[config.mk]
export PLATFORM = sky130hd
export DESIGN_NAME = tie_core
export DESIGN_NICKNAME = d
export VERILOG_FILES = /design/src/verilog/tie_pkg.sv /design/src/verilog/tie_core.sv
export SDC_FILE = /design/constraint.sdc
export NUM_CORES = 2
export LEC_CHECK = 0
export CELL_PAD_IN_SITES_DETAIL_PLACEMENT = 0
export CELL_PAD_IN_SITES_GLOBAL_PLACEMENT = 1
export CORE_ASPECT_RATIO = 0.75
export CORE_MARGIN = 2
export CORE_UTILIZATION = 45
export DETAILED_ROUTE_END_ITERATION = 10
export DONT_BUFFER_PORTS = 1
export MAX_ROUTING_LAYER = met4
export PLACE_DENSITY = 0.78
export SLEW_MARGIN = 5
export SYNTH_ARGS = -nofsm -noshare
export SYNTH_HDL_FRONTEND = slang
export SYNTH_SLANG_ARGS = --single-unit
export TNS_END_PERCENT = 10
[constraint.sdc]
create_clock -name hclk -period 17.1 [get_ports hclk]
set_clock_uncertainty 0.2 [all_clocks]
set_input_delay 5.13 -clock hclk [delete_from_list [all_inputs] [get_ports hclk]]
set_output_delay 5.13 -clock hclk [all_outputs]
set_load 0.1 [all_outputs]
[src/verilog/tie_pkg.sv]
package tie_pkg;
  // ----------------------------------------------------------------
  // timing
  // ----------------------------------------------------------------
  localparam int CLK_HZ     = 40_000_000;
  localparam int SAMPLE_HZ  = 10_000;
  localparam int SAMPLE_CYC = CLK_HZ / SAMPLE_HZ;
  localparam logic [11:0] SAMPLE_LAST = 12'(SAMPLE_CYC - 1);
  localparam int INTERP_SHIFT = 5;

  // ----------------------------------------------------------------
  // register byte addresses
  // ----------------------------------------------------------------
  localparam logic [7:0] A_CTRL  = 8'h00;
  localparam logic [7:0] A_INSTR = 8'h04;
  localparam logic [7:0] A_ACC   = 8'h08;
  localparam logic [7:0] A_X     = 8'h0c;
  localparam logic [7:0] A_B     = 8'h10;
  localparam logic [7:0] A_STAT  = 8'h14;
  localparam logic [7:0] A_TMR   = 8'h18;
  localparam logic [7:0] A_PRESC = 8'h1c;
  localparam logic [7:0] A_PORTA = 8'h20;
  localparam logic [7:0] A_EXC   = 8'h24;
  localparam logic [7:0] A_PARAM = 8'h40;
  localparam logic [7:0] A_PEND  = 8'h6c;

  // ----------------------------------------------------------------
  // control and status bit positions
  // ----------------------------------------------------------------
  localparam int C_SLAVE  = 0;
  localparam int C_SIGN   = 1;
  localparam int C_IRTOUT = 2;
  localparam int C_REDUCE = 3;
  localparam int C_INTERP = 4;
  localparam int C_SYNTH  = 5;
  localparam int S_SF     = 0;
  localparam int S_SRC    = 1;
  localparam int S_TEVT   = 2;
  localparam int S_BANK   = 3;
  localparam int S_PEND   = 4;

  // ----------------------------------------------------------------
  // opcodes
  // ----------------------------------------------------------------
  localparam logic [7:0] OP_PC_TO_ACC  = 8'h06;
  localparam logic [7:0] OP_TMR_TO_ACC = 8'h2d;
  localparam logic [7:0] OP_X_TO_ACC   = 8'h01;
  localparam logic [7:0] OP_X_TO_PA    = 8'h0d;
  localparam logic [7:0] OP_X_TO_TMR   = 8'h10;
  localparam logic [7:0] OP_SWAP_BX    = 8'h0e;
  localparam logic [7:0] OP_X_GE_CONST = 8'h55;

  // ----------------------------------------------------------------
  // synthesizer parameters: 0 pitch, 1 energy, 2..11 k1..k10
  // ----------------------------------------------------------------
  localparam int N_PARAM = 12;
  localparam int N_FRAC  = 8;
  localparam logic [7:0] EXC_PULSE = 8'h7f;
  localparam logic [7:0] EXC_NOISE_HI = 8'h40;
  localparam logic [7:0] EXC_NOISE_LO = 8'hc0;

  // ----------------------------------------------------------------
  // reset values
  // ----------------------------------------------------------------
  localparam logic [14:0] LFSR_SEED = 15'h0001;
  localparam logic [7:0]  PA_HIZ    = 8'hff;
endpackage

[src/verilog/tie_core.sv]
// Overview of operation
// - master port-c read fills acc 7..0
// - slave read: ready, irq pin, pc 7..4
// - sign mode copies bit 7 upward
// - listed transfers, except index to acc, force status flag high
// - reduced pins read pc 7..4 high
// - timer read loads acc, selects pin
// - only timer read selects pin clock
// - index to acc with extension
// - index to port a, master drives
// - slave port-a write pulls irq low
// - slave port a floats until enable
// - host enable read releases irq high
// - timer load copies index value
// - underflow past zero raises timer event
// - swap b and index at once
// - compare index ge constant to flag
// - pitch zero selects noise excitation
// - fraction bits for first eight params
// - interpolate parameters toward new values
// - prescaler divides by value plus one
// - frame event swaps present/new banks
`timescale 1ns/10ps
module tie_core (
  // clock and reset
  input  wire logic        hclk,
  input  wire logic        hresetn,
  // ahb-lite slave
  input  wire logic        hsel,
  input  wire logic [31:0] haddr,
  input  wire logic [1:0]  htrans,
  input  wire logic        hwrite,
  input  wire logic [2:0]  hsize,
  input  wire logic [31:0] hwdata,
  input  wire logic        hready,
  output logic             hreadyout,
  output logic             hresp,
  output logic [31:0]      hrdata,
  // port a, port c, irq/timer pin
  input  wire logic [7:0]  pa_in,
  output logic [7:0]       pa_out,
  output logic [7:0]       pa_oe_n,
  input  wire logic [7:0]  pc_in,
  input  wire logic        irt_in,
  output logic             irt_out,
  output logic             irt_oe_n,
  // timer and synthesizer
  output logic             timer_irq,
  output logic [7:0]       excite,
  output logic             voiced
);

  // ----------------------------------------------------------------
  // state
  // ----------------------------------------------------------------
  typedef struct packed {
    logic [9:0]              acc;
    logic [7:0]              x;
    logic [7:0]              b;
    logic                    sf;
    logic [7:0]              tmr;
    logic [7:0]              presc;
    logic [7:0]              pcnt;
    logic                    src_ext;
    logic                    irt_prev;
    logic                    tevt;
    logic                    tirq;
    logic [7:0]              pa;
    logic [7:0]              pa_oe_n;
    logic                    irt_out;
    logic                    irt_oe_n;
    logic                    pend;
    logic [5:0]              ctrl;
    logic                    wr;
    logic [7:0]              wa;
    logic [31:0]             rdata;
    logic                    rdy;
    logic                    resp;
    logic                    bank;
    logic [1:0][11:0][11:0]  pv;
    logic [11:0][11:0]       cur;
    logic [11:0]             scnt;
    logic [7:0]              pch;
    logic [14:0]             lfsr;
    logic [7:0]              exc;
    logic                    voiced;
  } tie_state_t;

  tie_state_t s;
  tie_state_t next_s;

  // widen a byte into the accumulator per arithmetic mode
  function automatic logic [9:0] tie_ext(input logic [7:0] v,
                                         input logic       sgn);
    tie_ext = {sgn ? {2{v[7]}} : 2'b00, v};
  endfunction

  // ----------------------------------------------------------------
  // decode of the executing instruction
  // ----------------------------------------------------------------
  logic       ex;
  logic [7:0] op;
  logic [7:0] imm;
  logic       slave;
  logic       sgn;
  logic [7:0] pc_eff;
  logic       en_low;
  logic       src_tick;
  logic       ptick;
  logic       stick;
  logic       under;
  logic [3:0] pidx;

  assign ex     = s.wr && (s.wa == tie_pkg::A_INSTR);
  assign op     = hwdata[7:0];
  assign imm    = hwdata[15:8];
  assign slave  = s.ctrl[tie_pkg::C_SLAVE];
  assign sgn    = s.ctrl[tie_pkg::C_SIGN];
  // upper pins are absent on reduced parts and float high
  assign pc_eff = s.ctrl[tie_pkg::C_REDUCE] ?
                  {4'hf, pc_in[3:0]} : pc_in;
  // host enables sit on pc1/pc2 in slave mode
  assign en_low = slave && (!pc_in[1] || !pc_in[2]);
  // pin clock counts rising edges of the irq/timer input
  assign src_tick = s.src_ext ? (irt_in && !s.irt_prev) : 1'b1;
  assign ptick  = src_tick && (s.pcnt == s.presc);
  assign under  = ptick && (s.tmr == 8'h00) && !(ex && op == tie_pkg::OP_X_TO_TMR);
  assign stick  = (s.scnt == tie_pkg::SAMPLE_LAST);
  assign pidx   = 4'((s.wa - tie_pkg::A_PARAM) >> 2);

  // ----------------------------------------------------------------
  // read mux, sampled in the address phase
  // ----------------------------------------------------------------
  logic [31:0] rv;
  logic [7:0]  ra;
  logic [3:0]  ridx;

  assign ra   = haddr[7:0];
  assign ridx = 4'((ra - tie_pkg::A_PARAM) >> 2);

  always_comb begin
    rv = 32'h0000_0000;
    if (ra >= tie_pkg::A_PARAM && ra <= tie_pkg::A_PEND &&
        ra[1:0] == 2'b00) begin
      rv = {20'h00000, s.cur[ridx]};
    end else begin
      unique case (ra)
        tie_pkg::A_CTRL:  rv = {26'h0, s.ctrl};
        tie_pkg::A_ACC:   rv = {22'h0, s.acc};
        tie_pkg::A_X:     rv = {24'h0, s.x};
        tie_pkg::A_B:     rv = {24'h0, s.b};
        tie_pkg::A_STAT:  rv = {27'h0, s.pend, s.bank, s.tevt,
                                s.src_ext, s.sf};
        tie_pkg::A_TMR:   rv = {24'h0, s.tmr};
        tie_pkg::A_PRESC: rv = {24'h0, s.presc};
        tie_pkg::A_PORTA: rv = {16'h0, pa_in, s.pa};
        tie_pkg::A_EXC:   rv = {23'h0, s.voiced, s.exc};
        default:          rv = 32'h0000_0000;
      endcase
    end
  end

  // ----------------------------------------------------------------
  // next state
  // ----------------------------------------------------------------
  logic signed [12:0] diff;

  always_comb begin
    next_s = s;
    diff = 13'sh0000;
    next_s.tirq = 1'b0;
    next_s.irt_prev = irt_in;
    next_s.irt_oe_n = !s.ctrl[tie_pkg::C_IRTOUT];

    // bus address phase; zero wait states, answer always okay
    next_s.wr = 1'b0;
    if (hsel && hready && htrans[1]) begin
      next_s.wr = hwrite;
      next_s.wa = ra;
      if (!hwrite) begin
        next_s.rdata = rv;
      end
    end

    // prescaler and timer
    if (src_tick) begin
      next_s.pcnt = ptick ? 8'h00 : 8'(s.pcnt + 8'h01);
    end
    if (ptick) begin
      next_s.tmr = 8'(s.tmr - 8'h01);
    end
    if (under) begin
      next_s.tirq = 1'b1;
      if (s.ctrl[tie_pkg::C_SYNTH]) begin
        next_s.bank = !s.bank;
        next_s.cur = s.pv[!s.bank];
      end
    end

    // host read in slave mode drives port a, releases irq
    if (slave) begin
      next_s.pa_oe_n = en_low ? 8'h00 : tie_pkg::PA_HIZ;
      if (en_low) begin
        next_s.pend = 1'b0;
        next_s.irt_out = 1'b1;
      end
    end

    // register writes
    if (s.wr) begin
      if (s.wa >= tie_pkg::A_PARAM && s.wa <= tie_pkg::A_PEND) begin
        // low nibble is the fraction, kept only where supported
        next_s.pv[!s.bank][pidx] = (pidx < 4'(tie_pkg::N_FRAC)) ?
          hwdata[11:0] : {hwdata[11:4], 4'h0};
      end
      unique case (s.wa)
        tie_pkg::A_CTRL:  next_s.ctrl = hwdata[5:0];
        tie_pkg::A_ACC:   next_s.acc = hwdata[9:0];
        tie_pkg::A_X:     next_s.x = hwdata[7:0];
        tie_pkg::A_B:     next_s.b = hwdata[7:0];
        tie_pkg::A_PRESC: next_s.presc = hwdata[7:0];
        tie_pkg::A_STAT: begin
          if (hwdata[tie_pkg::S_SRC]) begin
            next_s.src_ext = 1'b0;
          end
          if (hwdata[tie_pkg::S_TEVT]) begin
            next_s.tevt = 1'b0;
          end
        end
        default: begin
        end
      endcase
    end
    // event set after the clear, so a coincident event survives
    if (under) begin
      next_s.tevt = 1'b1;
    end

    // instruction execution
    if (ex) begin
      unique case (op)
        tie_pkg::OP_PC_TO_ACC: begin
          if (slave) begin
            next_s.acc = tie_ext({pc_eff[7:4], 2'b00, irt_in, pc_in[0]},
                                 sgn);
          end else begin
            next_s.acc = tie_ext(pc_eff, sgn);
          end
          next_s.sf = 1'b1;
        end
        tie_pkg::OP_TMR_TO_ACC: begin
          next_s.acc = tie_ext(s.tmr, sgn);
          next_s.src_ext = 1'b1;
          next_s.sf = 1'b1;
        end
        tie_pkg::OP_X_TO_ACC: begin
          next_s.acc = tie_ext(s.x, sgn);
        end
        tie_pkg::OP_X_TO_PA: begin
          next_s.pa = s.x;
          if (slave) begin
            next_s.pend = 1'b1;
            if (s.ctrl[tie_pkg::C_IRTOUT]) begin
              next_s.irt_out = 1'b0;
            end
          end else begin
            next_s.pa_oe_n = 8'h00;
          end
          next_s.sf = 1'b1;
        end
        tie_pkg::OP_X_TO_TMR: begin
          next_s.tmr = s.x;
          next_s.sf = 1'b1;
        end
        tie_pkg::OP_SWAP_BX: begin
          next_s.b = s.x;
          next_s.x = s.b;
          next_s.sf = 1'b1;
        end
        tie_pkg::OP_X_GE_CONST: begin
          next_s.sf = (s.x >= imm);
        end
        default: begin
        end
      endcase
    end

    // sample clock and synthesizer
    next_s.scnt = stick ? 12'h000 : 12'(s.scnt + 12'h001);
    if (!s.ctrl[tie_pkg::C_INTERP]) begin
      next_s.cur = s.pv[s.bank];
    end
    if (stick && s.ctrl[tie_pkg::C_SYNTH]) begin
      // coarse steps toward the new frame, a fraction each sample
      if (s.ctrl[tie_pkg::C_INTERP] && !under) begin
        for (int i = 0; i < tie_pkg::N_PARAM; i++) begin
          diff = 13'($signed({1'b0, s.pv[!s.bank][i]}) -
                     $signed({1'b0, s.cur[i]}));
          if (diff != 13'sh0000) begin
            next_s.cur[i] = (diff >>> tie_pkg::INTERP_SHIFT == 0) ?
              s.pv[!s.bank][i] :
              12'(s.cur[i] + 12'(diff >>> tie_pkg::INTERP_SHIFT));
          end
        end
      end
      if (s.cur[0][11:4] == 8'h00) begin
        next_s.lfsr = {s.lfsr[13:0], s.lfsr[14] ^ s.lfsr[13]};
        next_s.exc = s.lfsr[0] ? tie_pkg::EXC_NOISE_HI :
                                 tie_pkg::EXC_NOISE_LO;
        next_s.voiced = 1'b0;
      end else begin
        next_s.voiced = 1'b1;
        if (s.pch == 8'h00) begin
          next_s.pch = 8'(s.cur[0][11:4] - 8'h01);
          next_s.exc = tie_pkg::EXC_PULSE;
        end else begin
          next_s.pch = 8'(s.pch - 8'h01);
          next_s.exc = 8'h00;
        end
      end
    end
  end

  // ----------------------------------------------------------------
  // registers
  // ----------------------------------------------------------------
  always_ff @(posedge hclk or negedge hresetn) begin
    if (!hresetn) begin
      s <= '0;
      s.rdy <= 1'b1;
      s.pa_oe_n <= tie_pkg::PA_HIZ;
      s.irt_out <= 1'b1;
      s.irt_oe_n <= 1'b1;
      s.lfsr <= tie_pkg::LFSR_SEED;
    end else begin
      s <= next_s;
    end
  end

  // outputs straight from flops
  assign hreadyout = s.rdy;
  assign hresp     = s.resp;
  assign hrdata    = s.rdata;
  assign pa_out    = s.pa;
  assign pa_oe_n   = s.pa_oe_n;
  assign irt_out   = s.irt_out;
  assign irt_oe_n  = s.irt_oe_n;
  assign timer_irq = s.tirq;
  assign excite    = s.exc;
  assign voiced    = s.voiced;
endmodule

# Yosys cells after proc, flatten, opt, wreduce, memory -nomap -nowiden
# Cells that the tools add are included.
[classes] n_addsub=31 magnitude_cmp=12 eq_ne=23 muxes=90 bitwise_logic=3 reduce_logical=69
[ops] cell="144-bit 2-to-1 mux" n=10
[ops] cell="32-bit zero test" n=12
[ops] cell="12-bit 2-to-1 mux" n=27
[ops] cell="288-bit bitwise mux" n=1
[ops] cell="13-bit nonzero test" n=12
[ops] cell="12-bit by 12-bit subtractor with 13-bit output" n=12
[ops] cell="12-bit adder" n=12
[ops] cell="144-bit demux with 1-bit select" n=1
[ops] cell="16-bit one-hot mux with 9 select lines" n=1
[ops] cell="8-bit 2-to-1 mux" n=10
[ops] cell="8-bit by 5-bit == test with 1-bit output, second input constant" n=8
[ops] cell="32-bit 2-to-1 mux" n=2
[ops] cell="12-bit binary-select mux with 4-bit select" n=1
[ops] cell="12-bit demux with 4-bit select" n=1
[ops] cell="8-bit by 4-bit == test with 1-bit output, second input constant" n=6
[ops] cell="41-bit 2-to-1 mux" n=1
[ops] cell="8-bit zero test" n=5
[ops] cell="9-bit 2-to-1 mux" n=4
[ops] cell="35-bit 2-to-1 mux" n=1
[ops] cell="10-bit one-hot mux with 3 select lines" n=1
[ops] cell="26-bit 2-to-1 mux" n=1
[ops] cell="8-bit by 6-bit == test with 1-bit output, second input constant" n=3
[ops] cell="8-bit by 1-bit subtractor with 8-bit output, second input constant" n=3
[ops] cell="1-bit 2-to-1 mux" n=19
[ops] cell="32 further kinds" n=74
[totals] reg_bits=598 input_bits=91 out_inout_bits=62 word_cells=290

# Longest topological paths before layout
[depth] depth_word=11 ltp_mapped=25 mapped_depth_nobuf=20

# Least setup slack after synthesis
# Ideal clock, no wire load.
[synth_path] kind="input to register" from="input haddr[2]" to="register s, in the netlist hrdata[6]" setup_ns=0.089 t_arrival_ns=7.125 t_required_ns=16.811 setup_slack_ns=9.686 path_stages=6 n_path_buf=3 cell_sequence="buf_2 buf_2 clkbuf_1 nor4b_1 a222oi_1 a41oi_1"
[synth_between] elab_chain_cells=4 word_cells_on_any_way=18 cone_classes="add/sub: 1; order compare: 2; eq/ne: 8; mux: 4; reduce/logical: 3"
[synth_rtl] element="start: declaration" line_no="tie_core.sv:30" source="input wire logic [31:0] haddr,"
[synth_rtl] element="6-bit by 1-bit subtractor with 6-bit output, or another cell as far along" line_no="tie_core.sv:139" source="assign ridx = 4'((ra - tie_pkg::A_PARAM) >> 2);"
[synth_rtl] element="12-bit binary-select mux with 4-bit select or 1-bit logical AND (tied branches)" line_no="tie_core.sv:145, tie_core.sv:143"
[synth_rtl] element="12-bit 2-to-1 mux (not written as such) or 1-bit logical AND (tied branches)" line_no="tie_core.sv:145, tie_core.sv:143"
[synth_rtl] element="32-bit 2-to-1 mux (*)" line_no="tie_core.sv:143" source="if (ra >= tie_pkg::A_PARAM && ra <= tie_pkg::A_PEND &&"
[synth_rtl] element="end signal: assignment" line_no="tie_core.sv:336" source="s <= next_s;"
[synth_rtl] element="end: declaration" line_no="tie_core.sv:89" source="tie_state_t s;"
# Mark *: on every way between the ends. The rest lies on a longest branch, timed or not. The select of a mux whose other input is x is not followed.
# A chain may end at the register's enable or synchronous reset.

==> summary.txt <==
Critical path
  – CP Capture Type: flop
  – Startpoint Class: input pin
  – Critical setup path kind: in -> reg
  – Worst path arrival time: around 8500 ps
  – Worst path required time: 17470 ps
  – Register-to-Register Path Depth: 13
  – CP Max Fanout: 25

Finish
  – Leading cell type in the layout, fill and taps excluded: dfrtp_1
  – Nets: 5661
  – Fill count: 9894
  – Area grow syn2layout: 6.284%
  – Most frequent cells in the layout: 563 x dfrtp_1, 514 x o21ai_0, 478 x nand2_1
  – Area of the multi-input gates: approximately 0.029 sq mm
  – Ratio of cells with drive above 1 in the final layout: 10.47%
  – Storage element area: 0.01446 sq mm
  – Cell Count, Final, Fillers Out: 6663

Synthesis
  – Synth warnings: 0
  – Synthesized flop and latch total: between 500 and 600
  – Post-synth EDFFs: 0
  – Area leader, netlist: dfrtp_1
  – Synth Flop Type: dfrtp_1
  – Area contributors post-synth: dfrtp_1 31%, ha_1 8.1%, mux2_2 6.2%
  – Async SR Flop Fraction: 100.0%
  – Post-synth top area share: 30.50%
  – Mapped Cells: 5505
  – Seq/Total Area, Yosys: 31.12%
  – Count of cell types in the netlist: 98
  – Syn avg cell area: approximately 8.4 sq um
  – Synthesized area: 0.04644 sq mm

STA
  – Fin crit period: 8092 ps
  – Fin. Hold Viols: 0
  – Fin crit share: 47.32%
  – Post-route setup TNS: 0 ps
  – Final WS setup: around 9000 ps
  – Slew HR: -23.87%
  – RSZ-0062 raised after global routing: no
  – Fmax: 0.1236 GHz
  – Fin. max-slew vios: between 200 and 300
  – Setup violators final: 0
  – Worst slew pin tran: 1858 ps

Clock tree
  – Hold buffers post-CTS: 0
  – CTS buffer count: 68
  – Worst-path clk slew: approximately 60 ps
  – Max H-tree Level: 3
  – Clock latency on the worst-skew pair: roughly 680 ps
  – Longest Clk Path Bufs: 3
  – Post-CTS Setup Bufs: 0
  – Sink Count: 577
  – Clk root buf: clkbuf_16
  – Post-cts resize count: 0
  – CTS tree: built

Placed design
  – IO buf count: 0
  – Global placer's final weighted congestion: 0.9522
  – DP HPWL: 102.5 mm
  – Setup WS pre-CTS: 8412 ps
  – Dpl cells: about 6500

Die
  – Core Region: 0.1027 sq mm
  – Die X: 374.9 um
  – I/O Pins: 153
  – Die H: 282.2 um
  – Die area: between 0.1 and 0.15 sq mm
  – Row count: 102
  – Initial Utilization: 45.20%

Route
  – Vias per cell: just over 6
  – DR pass1 iterations: 7
  – Iteration-0 DRC Markers: 4525
  – DR vias: around 41000
  – Drt total wl: 153.8 mm
  – DRC: 0
  – Average wire per standard cell: 23.08 um
  – Final ANT Viol Nets: 0

Global route
  – Vias in the first global route: 37750
  – Pin count of the biggest net entering global routing: 578
  – Total GRT Usage: 29.33%
  – Initial antenna violation count: 1
  – Total grt overflow: 0
  – Global-route wire length before repair: around 240 mm

Worst hold path
  – Worst Hold Class: reg -> reg
  – Hold-critical path depth: 1

Power and ir drop
  – Flop pwr share: 19.8%
  – PD cells: about 220 mW/mm^2
  – Comb power frac: approximately 66%
  – Peak VDD IR: 0.0001182 V
  – Net Sw Power: between 5 and 6 mW
  – Pleak: 21.73 nW
  – Clk pwr share: 14.0%
  – Pint: 5.606 mW
  – Sw Ratio: between 40% and 50%

Flow run
  – MaxCap Viol Count: 0

Run status
  – Violated checks: max-slew violations
  – Status: finished with violations
synth_stat cells, types with 103 or more instances:
master	n
dfrtp_1	566
o21ai_0	514
nand2_1	479
nor2_1	403
a21oi_1	386
inv_1	302
ha_1	301
clkbuf_1	280
mux2_2	256
xnor2_1	138
nor3_1	119
o22ai_1	112
nor2b_1	107
mux2i_1	103
worst paths after layout:
check                      startpoint     end  slack (ps)
setup / recovery               irt_in   s[62]        9010
hold / removal                  s[32]   s[32]         280
setup reg to reg               s[476]   s[92]        9920
hold reg to reg                 s[32]   s[32]         280
max in group asynchronous     hresetn  s[421]       11250
min in group asynchronous     hresetn  s[297]        4000
flip-flops by register name, summed over array words and instances (netlist names):
name,flops
excite,3
voiced,1
pa_out,8
pa_oe_n,8
hrdata,16
s,538
irt_oe_n,1
timer_irq,1
irt_out,1
power groups by stage:
stage	combinational, mW	sequential, mW	clock, mW
global route	8.02	2.17	1.61
detailed placement	7.03	2.16	0
CTS	7.09	2.14	1.55
finish	7.22	2.16	1.53
floorplan	5.80	1.81	0
global placement	6.98	2.16	0
layout make-up:
type                       count  area share [%]
antenna                        1        0.005070
clock buffer                  91           3.907
clock inverter                32          0.7073
inverter                     307           2.340
multi-input combinational   4241           59.27
sequential                   577           29.31
tap                         1352           3.428
timing repair buffer          62           1.034
logic make-up (layout without fill, tap and decap cells):
group                      Yosys count  count (layout)  synth area share, %
AOI/OAI and AO/OA                 1675            1675                22.52
xor gates and xnor gates           230             230                4.338
adders and majority gates          313             313                8.628
buffers and inverters              703             492                6.265
DFF                                577             577                31.12
muxes                              397             397                10.25
other                                2              19              0.01617
and+or+nand+nor                   1608            1608                16.86
worst max-delay path, stage by stage:
cell,delay [ps]
inv_1,30
o21ai_1,170
and3_1,280
and2_1,190
nand2_1,300
and3_2,790
buf_4,510
o31a_1,620
a211oi_1,110
a211oi_1,260
metrics by stage:
| step | hold WS, ps | instance area, sq um | power (mW) | utilization, % |
|---|---|---|---|---|
| after floorplan | 193.8 | 46500 | 7.609 | - |
| after global routing | 306.1 | 49350 | 11.80 | 48.04 |
| after global placement | 267.5 | 47070 | 9.141 | 45.82 |
| after detailed placement | 277.6 | 47070 | 9.189 | 45.82 |
| final | 281.0 | 49350 | 10.90 | 48.04 |
| after CTS | 286.1 | 49350 | 10.78 | 48.04 |
per-layer routing:
layer	vias up	track usage (%)	share of wire, %
li1	19430	-	-
met1	20190	44.06	49
met2	1458	40.47	41
met3	211	4.913	7.7
met4	0	7.062	2.4
met5	-	-	0
No activity file was read; power rests on OpenSTA's default activity.
